===== src/verilog/dsc_pkg.sv =====
// package of phase lengths and states for the dual-slope count sequencer
// assumes one clock mclk, synchronous reset srst, comparator from the analog side
// Function
// - comparator is sampled once per clock, at the settled half-period point
// - comparator glitches near clock edges are never taken as zero crossings
// - counter held off one clock when reference integration starts
// - counter held off one clock when auto-zero starts, overload reads zero
// - signal integration counts with no inserted hold-off clock
// - conversion rate scales linearly with converter clock, 2.5 per second at 100 kHz
// - in continuous mode a new cycle starts every 40,002 clock periods, or 80,004 if the reference phase is still running at period 40,002
// - every cycle opens with an auto-zero phase of 10,001 counts
// - reference integration beyond 20,000 periods raises the range-exceeded output
package dsc_pkg;
    localparam int unsigned cycle_len = 40002;
    localparam int unsigned az_len = 10001;
    localparam int unsigned si_len = 10000;
    localparam int unsigned ri_max = 20000;
    localparam int cnt_w = 16;
    localparam logic [cnt_w-1:0] cnt_reset = 16'h0000;
    typedef enum logic [3:0] {
        dsc_az = 4'h1,
        dsc_si = 4'h2,
        dsc_ri = 4'h4,
        dsc_hold = 4'h8
    } dsc_phase_type;
endpackage


===== src/verilog/dsc_if.sv =====
// carrier between sequencer and zero-crossing sampler
// assumes both ends run on mclk
interface dsc_zc_if;
    logic sample_en;
    logic zero_cross;
    modport sampler (input sample_en, output zero_cross);
    modport seq (output sample_en, input zero_cross);
endinterface


===== src/verilog/dsc_zc_sampler.sv =====
// zero-crossing sampler: synchronises comparator and samples once per period
// assumes sample_en pulses once per conversion clock at its settled point
module dsc_zc_sampler (
    input wire logic mclk,
    input wire logic srst,
    input wire logic comp_in,
    dsc_zc_if.sampler zc
);
    logic sync_a;
    logic sync_b;
    // two flops before anything reads the comparator
    always_ff @(posedge mclk) begin
        sync_a <= comp_in;
        sync_b <= sync_a;
    end
    // only the settled sample counts; edge glitches between samples ignored
    always_ff @(posedge mclk) begin
        if (srst) begin
            zc.zero_cross <= 1'b0;
        end else if (zc.sample_en) begin
            zc.zero_cross <= sync_b;
        end
    end
endmodule // dsc_zc_sampler


===== src/verilog/dsc_count_sequencer.sv =====
// top of the dual-slope count sequencer: phases, result counter, range flag
// assumes conv_tick is a one-cycle enable per converter clock from a divider
module dsc_count_sequencer
    import dsc_pkg::*;
(
    input wire logic mclk,
    input wire logic srst,
    input wire logic conv_tick,
    input wire logic comp_in,
    input wire logic run_cont,
    output dsc_pkg::dsc_phase_type phase,
    output logic [dsc_pkg::cnt_w-1:0] result,
    output logic result_valid,
    output logic range_exceeded,
    output logic busy
);
    import dsc_pkg::*;
    dsc_zc_if zc ();
    logic [cnt_w-1:0] phase_cnt;
    logic [cnt_w-1:0] ri_cnt;
    logic [cnt_w-1:0] next_ri_cnt;
    logic [cnt_w-1:0] cyc_cnt;
    logic inhibit;
    logic half_tick;

    dsc_zc_sampler u_zc (
        .mclk(mclk),
        .srst(srst),
        .comp_in(comp_in),
        .zc(zc)
    );

    // sample one mclk after the tick so edge transients have settled
    always_ff @(posedge mclk) begin
        if (srst) begin
            half_tick <= 1'b0;
        end else begin
            half_tick <= conv_tick;
        end
    end
    assign zc.sample_en = half_tick;

    function automatic logic [cnt_w-1:0] cnt_at(input int unsigned n);
        cnt_at = cnt_w'(n - 1);
    endfunction

    // whole-cycle counter: rate is a fixed number of converter clocks
    always_ff @(posedge mclk) begin
        if (srst) begin
            cyc_cnt <= cnt_reset;
        end else if (conv_tick) begin
            if (cyc_cnt == cnt_at(cycle_len)) begin
                cyc_cnt <= cnt_reset;
            end else begin
                cyc_cnt <= cyc_cnt + 16'h0001;
            end
        end
    end

    // phase sequencing; a hold-off clock opens auto-zero and reference phases
    always_ff @(posedge mclk) begin
        if (srst) begin
            phase <= dsc_az;
            phase_cnt <= cnt_reset;
            inhibit <= 1'b1;
        end else if (conv_tick) begin
            inhibit <= 1'b0;
            case (phase)
                dsc_az: begin
                    if (!inhibit) begin
                        if (phase_cnt == cnt_at(az_len - 1)) begin
                            phase <= dsc_si;
                            phase_cnt <= cnt_reset;
                        end else begin
                            phase_cnt <= phase_cnt + 16'h0001;
                        end
                    end
                end
                dsc_si: begin
                    if (phase_cnt == cnt_at(si_len)) begin
                        phase <= dsc_ri;
                        phase_cnt <= cnt_reset;
                        inhibit <= 1'b1;
                    end else begin
                        phase_cnt <= phase_cnt + 16'h0001;
                    end
                end
                dsc_ri: begin
                    phase_cnt <= phase_cnt + 16'h0001;
                end
                dsc_hold: begin
                    // wait out the fixed cycle, then restart if running
                    if (cyc_cnt == cnt_at(cycle_len) && run_cont) begin
                        phase <= dsc_az;
                        phase_cnt <= cnt_reset;
                        inhibit <= 1'b1;
                    end
                end
                default: begin
                    phase <= dsc_az;
                    phase_cnt <= cnt_reset;
                end
            endcase
            if (phase == dsc_ri && (zc.zero_cross || ri_cnt >= cnt_w'(ri_max))) begin
                phase <= dsc_hold;
            end
        end
    end

    // reference count, frozen on the hold-off clock
    always_comb begin
        next_ri_cnt = ri_cnt;
        if (phase == dsc_si) begin
            next_ri_cnt = cnt_reset;
        end else if (phase == dsc_ri && !inhibit) begin
            next_ri_cnt = ri_cnt + 16'h0001;
        end
    end
    always_ff @(posedge mclk) begin
        if (srst) begin
            ri_cnt <= cnt_reset;
        end else if (conv_tick) begin
            ri_cnt <= next_ri_cnt;
        end
    end

    // latch the result when the reference phase ends; overload reads zero
    always_ff @(posedge mclk) begin
        if (srst) begin
            result <= cnt_reset;
            result_valid <= 1'b0;
            range_exceeded <= 1'b0;
        end else begin
            result_valid <= 1'b0;
            if (conv_tick && phase == dsc_ri) begin
                if (ri_cnt >= cnt_w'(ri_max)) begin
                    result <= cnt_reset;
                    range_exceeded <= 1'b1;
                    result_valid <= 1'b1;
                end else if (zc.zero_cross) begin
                    result <= ri_cnt;
                    result_valid <= 1'b1;
                end
            end else if (conv_tick && phase == dsc_si) begin
                range_exceeded <= 1'b0;
            end
        end
    end

    assign busy = (phase == dsc_si) || (phase == dsc_ri);
endmodule // dsc_count_sequencer


===== config.mk =====
export PLATFORM = sky130hd
export DESIGN_NAME = dsc_count_sequencer
export DESIGN_NICKNAME = d
export VERILOG_FILES = /design/src/verilog/dsc_pkg.sv /design/src/verilog/dsc_if.sv /design/src/verilog/dsc_zc_sampler.sv /design/src/verilog/dsc_count_sequencer.sv
export SDC_FILE = /design/constraint.sdc
export NUM_CORES = 1
export LEC_CHECK = 0
export BUFFER_PORTS_ARGS = -buffer_cell sky130_fd_sc_hd__buf_2
export CORE_ASPECT_RATIO = 2
export CORE_MARGIN = 10
export CORE_UTILIZATION = 35
export DETAILED_ROUTE_END_ITERATION = 8
export SETUP_SLACK_MARGIN = 0.05
export SYNTH_ARGS = -nofsm -noshare
export SYNTH_HDL_FRONTEND = slang
export SYNTH_HIERARCHICAL = 1
export SYNTH_SLANG_ARGS = --single-unit

===== constraint.sdc =====
create_clock -name mclk -period 2.25 [get_ports mclk]
set_clock_uncertainty 0.1 [all_clocks]
set_input_delay 0.225 -clock mclk [delete_from_list [all_inputs] [get_ports mclk]]
set_output_delay 0.225 -clock mclk [all_outputs]
set_load 0.02 [all_outputs]

**Word-level counts from Yosys, hierarchy flattened**

Cells that the tools add are included.

- Bits in registers: 75
- Input bits: 5
- Output and inout bits: 23
- Logic and storage cells: 71

- Add/sub/neg operators: 3
- Order comparisons: 1
- Equality and inequality tests: 14
- Multiplexer cells: 23
- Bitwise gates (word level): 1
- Reduce and logical (&&, ||, !) cells: 17

Operators with widths:

| kind | count |
|---|---|
| 16-bit two-way mux | 8 |
| 16-bit one-hot mux with 4 select lines | 1 |
| 16-bit by 1-bit adder with 16-bit output, second input constant | 3 |
| 4-bit two-way mux | 5 |
| 16-bit by 14-bit == test with 1-bit output, second input constant | 1 |
| 16-bit == test, second input constant | 1 |
| 16-bit by 15-bit greater-or-equal comparator with 1-bit output, second input constant | 1 |
| 4-bit one-hot mux with 4 select lines | 1 |
| 3-bit != test, second input constant | 4 |
| 1-bit two-way mux | 7 |
| 2-bit != test, second input constant | 3 |
| 2-bit AND reduction | 3 |
| 6-bit AND reduction | 1 |
| 2-bit nonzero test | 3 |
| 1-bit logical AND | 5 |
| 4-bit by 1-bit == test with 1-bit output, second input constant | 1 |
| 4-bit by 2-bit == test with 1-bit output, second input constant | 1 |
| 4-bit by 3-bit == test with 1-bit output, second input constant | 1 |
| 4-bit == test, second input constant | 1 |
| 3-bit AND reduction | 1 |
| 1-bit logical OR | 2 |
| 2-bit by 1-bit != test with 1-bit output, second input constant | 1 |
| 1-bit one-hot mux with 2 select lines | 1 |
| 2-bit OR reduction | 1 |
| 2 further kinds | 2 |

**Depth between registers and ports, before layout**

Gate-level depths: netlist (run 1).

- Depth in word-level cells: 5
- Gate-level depth with buffers: 9
- Mapped depth without buffers: 7

**Modules after synthesis**

Netlist (run 1), hierarchy kept.

Modules (own cells, without submodules):

| module | instances | cells an instance | area an instance (sq um) | seq. area each (sq um) |
|---|---|---|---|---|
| dsc_count_sequencer | 1 | 400 | 3428.3 | 1441.4 |
| dsc_zc_sampler | 1 | 5 | 73.8 | 60.1 |

**Worst setup path after synthesis (run 1)**

OpenSTA, ideal clock, no wires.

- Kind: flip-flop to flip-flop
- Start: register phase[1]
- End: register phase[0]
- Setup time: 0.120 ns
- Arrival: 2.055 ns
- Data required time: 2.030 ns
- Path slack: -0.025 ns
- Cell stages (with the launch flop): 8
- Path buffers: 3
- Period minus slack after synthesis: 2.275 ns
- Path through: dfxtp_1 -> clkbuf_1 -> or4_1 -> buf_2 -> o21ai_2 -> clkbuf_1 -> nor3_1 -> a211o_1

- Word-level cells in the longest chain between the ends: 4
- Elaborated cells between the ends (all ways): 13
- Classes of those cells: eq/ne: 9; mux: 2; reduce/logical: 2

Ends and longest elaborated chain:

| what | line | text |
|---|---|---|
| start, declared | dsc_count_sequencer.sv:11 | `output dsc_pkg::dsc_phase_type phase,` |
| start signal, assigned | dsc_count_sequencer.sv:63 | `phase <= dsc_az;` |
| start signal, assigned | dsc_count_sequencer.sv:72 | `phase <= dsc_si;` |
| start signal, assigned | dsc_count_sequencer.sv:81 | `phase <= dsc_ri;` |
| 4-bit by 3-bit == test with 1-bit output | dsc_count_sequencer.sv:68, dsc_count_sequencer.sv:104 |  |
| 1-bit logical AND | dsc_count_sequencer.sv:104 | `if (phase == dsc_ri && (zc.zero_cross \|\| ri_cnt >= cnt_w'(ri_max))) begin` |
| 3-bit != test (no line) or 2-bit by 1-bit != test with 1-bit output (tied branches) | n/a |  |
| 6-bit AND reduction (no line) | n/a |  |

Several ways; a longest one is shown, not always the timed one.
A chain may end at the register's enable or synchronous reset.

**Worst setup path in the final report (run 1)**

- Start: register cyc_cnt[9]
- End: register phase_cnt[10]

- Word-level cells in the longest chain between the ends: 4

Ends and longest elaborated chain:

| what | line | text |
|---|---|---|
| start, declared | dsc_count_sequencer.sv:22 | `logic [cnt_w-1:0] cyc_cnt;` |
| start signal, assigned | dsc_count_sequencer.sv:50 | `cyc_cnt <= cnt_reset;` |
| start signal, assigned | dsc_count_sequencer.sv:53 | `cyc_cnt <= cnt_reset;` |
| start signal, assigned | dsc_count_sequencer.sv:55 | `cyc_cnt <= cyc_cnt + 16'h0001;` |
| 16-bit == test | dsc_count_sequencer.sv:93 | `if (cyc_cnt == cnt_at(cycle_len) && run_cont) begin` |
| 1-bit logical AND | dsc_count_sequencer.sv:93 |  |
| 2-bit != test (no line) | n/a |  |
| 3-bit AND reduction (no line) | n/a |  |
| end signal, assigned | dsc_count_sequencer.sv:89 | `phase_cnt <= phase_cnt + 16'h0001;` |
| end signal, assigned | dsc_count_sequencer.sv:95 | `phase_cnt <= cnt_reset;` |
| end signal, assigned | dsc_count_sequencer.sv:101 | `phase_cnt <= cnt_reset;` |
| end, declared | dsc_count_sequencer.sv:19 | `logic [cnt_w-1:0] phase_cnt;` |

Every way passes these cells.

==> results.py, run 1 <==
metrics = {
    "synth": {
        "synth_top_area_share_pct": 42.9,
        "ys_warn_count": 6,
        "synth_adder_area_share_pct": 1.79,
        "async_flop_share_pct": 0,
        "synth_xor_area_share_pct": 6.25,
        "yosysTopAreaCell": "dfxtp_1",
        "synth_compound_area_share_pct": 14.8,
        "ys_seq_area_share_pct": 42.9,
        "synth_edf_count": 0,
        "ys_types": 60,
        "avgSynthCellArea_sq_um": 8.65,
        "syn-num-nets": 415,
        "synth_area_leaders": "dfxtp_1 43%, nand2_1 5.5%, nand4_1 5.0%",
        "synth_flop_cell": "dfxtp_1",
        "syn_area_sq_mm": 0.00350,
        "synth_seq_cells": 75,
        "synthSimpleGateAreaFrac_pct": 29.7,
        "synth.area.mux_share_pct": 0.572,
        "synth_top_family_by_area": "simple AND/OR/NAND/NOR gates",
        "syn_inst": 405,
    },
    "drt": {
        "routed-wl-met3_um": 313,
        "drtIter0Drc": 147,
        "vias": 3245,
        "vias_per_cell": 5.26,
        "drt-pass1-iter-count": 4,
        "wl_met2_um": 5400,
        "wl_met1_um": 3420,
        "drc": 0,
        "antenna_left": 0,
        "wl_per_cell_um": 15.1,
        "dr.max_layer_used": "met4",
        "wirelength_um": 9340,
    },
    "worst_setup_path": {
        "cp_slowest_cell": "or4b_4",
        "start_kind": "flop",
        "worstPathMaxFanout": 6,
        "crit_buf_inv": 3,
        "path_cells": "or4b_4 > nor4_4 > buf_4 > o21ai_4 > buf_6 > buf_4 > o31ai_2 > a21oi_2",
        "worst_ep_arrival_time_ns": 2.38,
        "crit_type": "reg2reg",
        "critPathTopFamily": "simple AND/OR/NAND/NOR gates",
        "crit_path_end_kind": "flop",
        "cpMostUsedCell": "buf_4",
        "cp_slowest_stage_delay_ns": 0.54,
        "required_ns": 2.38,
    },
    "clocking": {
        "ctsRootBufferMaster": "clkbuf_16",
        "cts_htree_levels": 3,
        "clockBufferDepth": 2,
        "cts_buffers": 9,
        "clock_latency_ns": 0.34,
        "cts_tree": "yes",
        "cts.sinks": 75,
        "path_clk_slew_ns": 0.06,
    },
    "die": {
        "dieHeight_um": 161,
        "fp.dieW_um": 90.7,
        "die-area_sq_mm": 0.0146,
        "placeableCoreArea_sq_mm": 0.00976,
        "start_util_pct": 35.9,
        "core.rowCount": 51,
        "ioPinCount": 28,
    },
    "placement": {
        "place_ws_ns": -0.0752,
        "gp_congestion": 0.870,
        "io_buffers": 27,
        "hpwlAfterDp_um": 7070,
        "dp_cells": 593,
    },
    "job": {
        "drv_cap": 0,
    },
    "layout": {
        "multi_input_area_sq_mm": 0.00196,
        "syn2layout_area_growth_pct": 31.4,
        "layoutNonFillerInstCount": 617,
        "n_antenna_cell": 0,
        "utilization_pct": 47.1,
        "fillers": 975,
        "drive_gt1_share_pct": 26.4,
        "regArea_sq_mm": 0.00151,
        "nNetsFinal": 490,
    },
    "sta": {
        "setup_violations": 1,
        "fin_crit_ns": 2.26,
        "slew_headroom_pct": 62.0,
        "setup_ws_ns": -0.00552,
        "hold_violations": 0,
        "drv_slew": 0,
        "rsz0062_at_grt": "yes",
        "fmax_ghz": 0.443,
        "worst_pin_slew_ns": 0.569,
        "period_share_pct": 100,
        "holdWs_ns": 0.102,
    },
    "outcome": {
        "violations": "setup timing",
        "status": "finished, violations left",
    },
    "global_routing": {
        "grt_max_degree": 24,
        "grt_antenna_before_repair": 0,
        "grt_pass1_vias": 3255,
        "track_usage_pct": 12.6,
        "grt_pass1_wl_um": 15200,
        "grt_overflow_total": 0,
    },
    "power": {
        "power_density_mw_per_mm2": 681,
        "totalPowerFinal_mw": 3.13,
        "p_leak_nw": 1.74,
        "ir_drop_v": 0.000428,
    },
    "worst_hold_path": {
        "hp-class": "in2reg",
    },
}
[through the flow]
stage	TNS, ns	area, sq um
6_report	-0.00552	4600
5_1_grt	-1.03	4600
4_1_cts	-0.0296	4490
3_5_place_dp	-0.301	4070
3_3_place_gp	-0.0489	4070
2_1_floorplan	0	3510
[power breakdown]
| part | total [mW] | internal, mW | switching, mW |
|---|---|---|---|
| Clock | 1.67 | 1.11 | 0.561 |
| Sequential | 1.35 | 1.34 | 0.0113 |
| Combinational | 0.110 | 0.0465 | 0.0630 |
| Total | 3.13 | 2.50 | 0.636 |
[cell type report]
class | count | area share (%)
timing repair buffer | 81 | 12.2
clock buffer | 10 | 5.19
tap | 132 | 3.59
inverter | 15 | 1.22
sequential | 75 | 32.8
multi-input combinational | 298 | 42.6
clock inverter | 6 | 2.45
[cells by family (layout without fill, tap and decap cells)]
logic type      after synthesis  count (layout)
mux                           2               2
simple gates                190             190
compound gates               76              76
xor+xnor                     25              25
fa+ha+maj                     5               5
buf+inv                      32             112
flops                        75              75
[timing repair]
| action | CTS | global route |
|---|---|---|
| endpoints found under the hold margin | 1 | 0 |
| cloned | 0 | 1 |
| gates resized for setup | 8 | 21 |
| hold buffers | 1 | 0 |
| pin swaps | 8 | 13 |
| buffers inserted | 3 | 3 |
| setup endpoints to repair | 18 | 20 |
[Yosys cell counts, types with 6 or more instances]
cell,count
a21oi_1,30
clkbuf_1,13
dfxtp_1,75
inv_1,14
nand2_1,51
nand3_1,6
nand4_1,28
nor2_1,42
nor3_1,9
o21ai_0,10
o31ai_1,6
or3_1,7
or4_1,12
xnor2_1,14
xor2_1,11
[state kept, by name, indices dropped and copies added, names as in the netlist, 4 cells and up]
| name | count |
|---|---|
| cyc_cnt | 16 |
| phase_cnt | 16 |
| result | 16 |
| ri_cnt | 16 |
| phase | 4 |
[routing by layer]
| layer | up-vias | GRT usage [%] |
|---|---|---|
| li1 | 1616 | - |
| met1 | 1556 | 11.5 |
| met2 | 53 | 25.2 |
| met3 | 20 | 3.11 |
| met4 | 0 | 5.17 |
| met5 | - | 0 |
[path summary, 6_finish.rpt]
kind                                      end  cells after the start   startpoint  slack (ns)
worst min-delay path                  inhibit                      3     run_cont        0.10
worst max register to register  phase_cnt[10]                      8   cyc_cnt[9]      -0.006
worst min register to register    u_zc/sync_b                      0  u_zc/sync_a        0.23
worst max-delay path            phase_cnt[10]                      8   cyc_cnt[9]      -0.006
[placed cells by master, fill, tap and decap left out, types with 4 or more instances in the layout]
cell,n
dfxtp_1,70
nand2_1,51
buf_4,48
nor2_1,42
nand4_1,28
buf_2,27
a21oi_1,25
inv_1,14
xnor2_1,14
xor2_1,11
or4_1,10
o21ai_0,9
nor3_1,9
clkbuf_16,9
nand3_1,6
a21oi_2,6
or3_1,6
and3_1,5
ha_1,5
dfxtp_2,5
buf_6,5
nor4_1,4
[worst register-to-register path, stage by stage, from the launching register on]
cell and delay [ns]:
dfxtp_2 0.31, or4b_4 0.54, nor4_4 0.25, buf_4 0.18, o21ai_4 0.10, buf_6 0.16
buf_4 0.16, o31ai_2 0.27, a21oi_2 0.08
Power figures use the tool's default switching activity.
==> run 2, diff against run 1 <==
- REMOVE_ABC_BUFFERS: not set -> 1
==> run 2 against run 1 <==
Against the previous run:
- the flow now finishes without violations
- count of clock-buffer cells in the layout fell by 1
- final cell count did not move
- critical path depth fell by 2
- routed wire length rose by 6.0%
- hold slack got worse by 0.00077 ns
==> results.py, run 2 (same netlist as run 1, synthesis figures left out) <==
metrics = {
    "outcome": {
        "status": "completed",
    },
    "layout": {
        "final_common_cell": "dfxtp_1",
        "layout_common_cells": "75 x dfxtp_1, 53 x buf_4, 51 x nand2_1, 41 x nor2_1, 28 x nand4_1",
        "drive_gt1_share_pct": 24.9,
        "utilization_pct": 46.3,
        "nNetsFinal": 492,
        "n_antenna_cell": 0,
        "finalInstanceArea_sq_mm": 0.00452,
        "syn2layout_area_growth_pct": 29.0,
    },
    "drt": {
        "antenna_left": 0,
        "wirelength_um": 9910,
        "wl_per_cell_um": 16.1,
        "drc": 0,
        "vias": 3328,
        "drt-pass1-iter-count": 4,
        "drtIter0Drc": 178,
        "vias_per_cell": 5.39,
    },
    "die": {
        "die-area_sq_mm": 0.0146,
        "dieHeight_um": 161,
        "start_util_pct": 35.9,
        "ioPinCount": 28,
        "core.rowCount": 51,
        "placeableCoreArea_sq_mm": 0.00976,
        "fp.dieW_um": 90.7,
    },
    "global_routing": {
        "grt_pass1_vias": 3337,
        "grt_antenna_before_repair": 0,
        "grt_pass1_wl_um": 16300,
        "track_usage_pct": 13.8,
        "grt_max_degree": 24,
        "grt_overflow_total": 0,
    },
    "power": {
        "power_density_mw_per_mm2": 656,
        "p_leak_nw": 1.72,
        "ir_drop_v": 0.000365,
    },
    "clocking": {
        "cts_htree_levels": 3,
        "cts.sinks": 75,
        "path_clk_slew_ns": 0.06,
        "cts_tree": "yes",
        "clock_latency_ns": 0.34,
        "cts_buffers": 9,
        "ctsRootBufferMaster": "clkbuf_16",
        "clockBufferDepth": 2,
    },
    "sta": {
        "fmax_ghz": 0.454,
        "hold_violations": 0,
        "drv_slew": 0,
        "period_share_pct": 98.0,
        "fin_crit_ns": 2.20,
        "worst_pin_slew_ns": 0.569,
        "slew_headroom_pct": 62.1,
        "finalSetupTns_ns": 0,
        "rsz0062_at_grt": "yes",
        "setup_violations": 0,
    },
    "job": {
        "drv_cap": 0,
    },
    "worst_setup_path": {
        "start_kind": "flop",
        "worst_ep_arrival_time_ns": 2.33,
        "worstPathMaxFanout": 9,
        "crit_path_end_kind": "flop",
        "cp_slowest_stage_delay_ns": 0.56,
        "path_cells": "or4_1 > or4_4 > a21oi_2 > a21o_1 > buf_4 > a21oi_1",
        "crit_type": "reg2reg",
        "r2r_cells": 6,
        "required_ns": 2.37,
        "cp_slowest_cell": "or4_4",
    },
    "placement": {
        "hpwlAfterDp_um": 7360,
        "io_buffers": 27,
        "gp_congestion": 0.861,
        "placedInstanceArea_sq_mm": 0.00412,
    },
    "worst_hold_path": {
        "hp-class": "in2reg",
        "hold_path_depth": 3,
    },
}
## run 2: cell types whose count changed in the layout (fill, tap and decap cells not counted), moves of 2 or more
cell / before / now
buf_4: 48 / 53
buf_6: 5 / 2
dfxtp_1: 70 / 75
dfxtp_2: 5 / 0
o31ai_1: 2 / 5
o31ai_4: 2 / 0
## run 2: routing by layer
metal | GRT usage [%] | routed length (um) | vias up
met5 | 0 | 0 | -
met4 | 6.55 | 296 | 0
met3 | 3.76 | 344 | 28
met2 | 27.7 | 5880 | 68
met1 | 11.9 | 3390 | 1610
li1 | - | - | 1622
## run 2: power breakdown
group	switching [mW]	internal, mW	total (mW)
Combinational	0.0650	0.0423	0.107
Sequential	0.00845	1.34	1.35
Clock	0.553	0.956	1.51
## run 2: critical path, delay by kind of cell (launching register included)
kind                   cells  cell delay (ns)
flip-flops                 1             0.31
AO/OA/AOI/OAI              3             0.40
AND/OR/NAND/NOR            2             1.08
buffers and inverters      1             0.19
## run 2: area by class of cell
type                            count  area [sq um]
Fill cell                         960          5240
Clock inverter                      5          80.1
Tap cell                          132           165
Inverter                           15          56.3
Multi-Input combinational cell    298          1930
Timing Repair Buffer               83           566
Clock buffer                        9           225
Sequential cell                    75          1500
## run 2: repair_timing
action / CTS / global route
hold buffers: 1 / 0
resized for setup: 7 / 9
endpoints found under the setup margin: 11 / 20
pin swaps: 6 / 13
setup buffers: 1 / 1
endpoints found under the hold margin: 1 / 0
## run 2: final timing paths
path / slack (ns) / start / to
worst max-delay path: 0.05 / phase_cnt[4] / phase_cnt[10]
worst min register to register: 0.25 / u_zc/sync_a / u_zc/sync_b
worst max register to register: 0.05 / phase_cnt[4] / phase_cnt[10]
worst min-delay path: 0.10 / run_cont / inhibit
## run 2: stage by stage
step / std cells / setup WS [ns] / hold WS, ns / power, mW
after global routing: 617 / -0.0245 / 0.141 / 3.06
after global placement: 600 / 0.0396 / 0.228 / 1.48
final: 617 / 0.0460 / 0.101 / 2.96
after floorplan: 388 / -0.112 / 0.153 / 1.42
after detailed placement: 600 / 0.0109 / 0.232 / 1.48
after CTS: 616 / 0.0500 / 0.0964 / 2.99
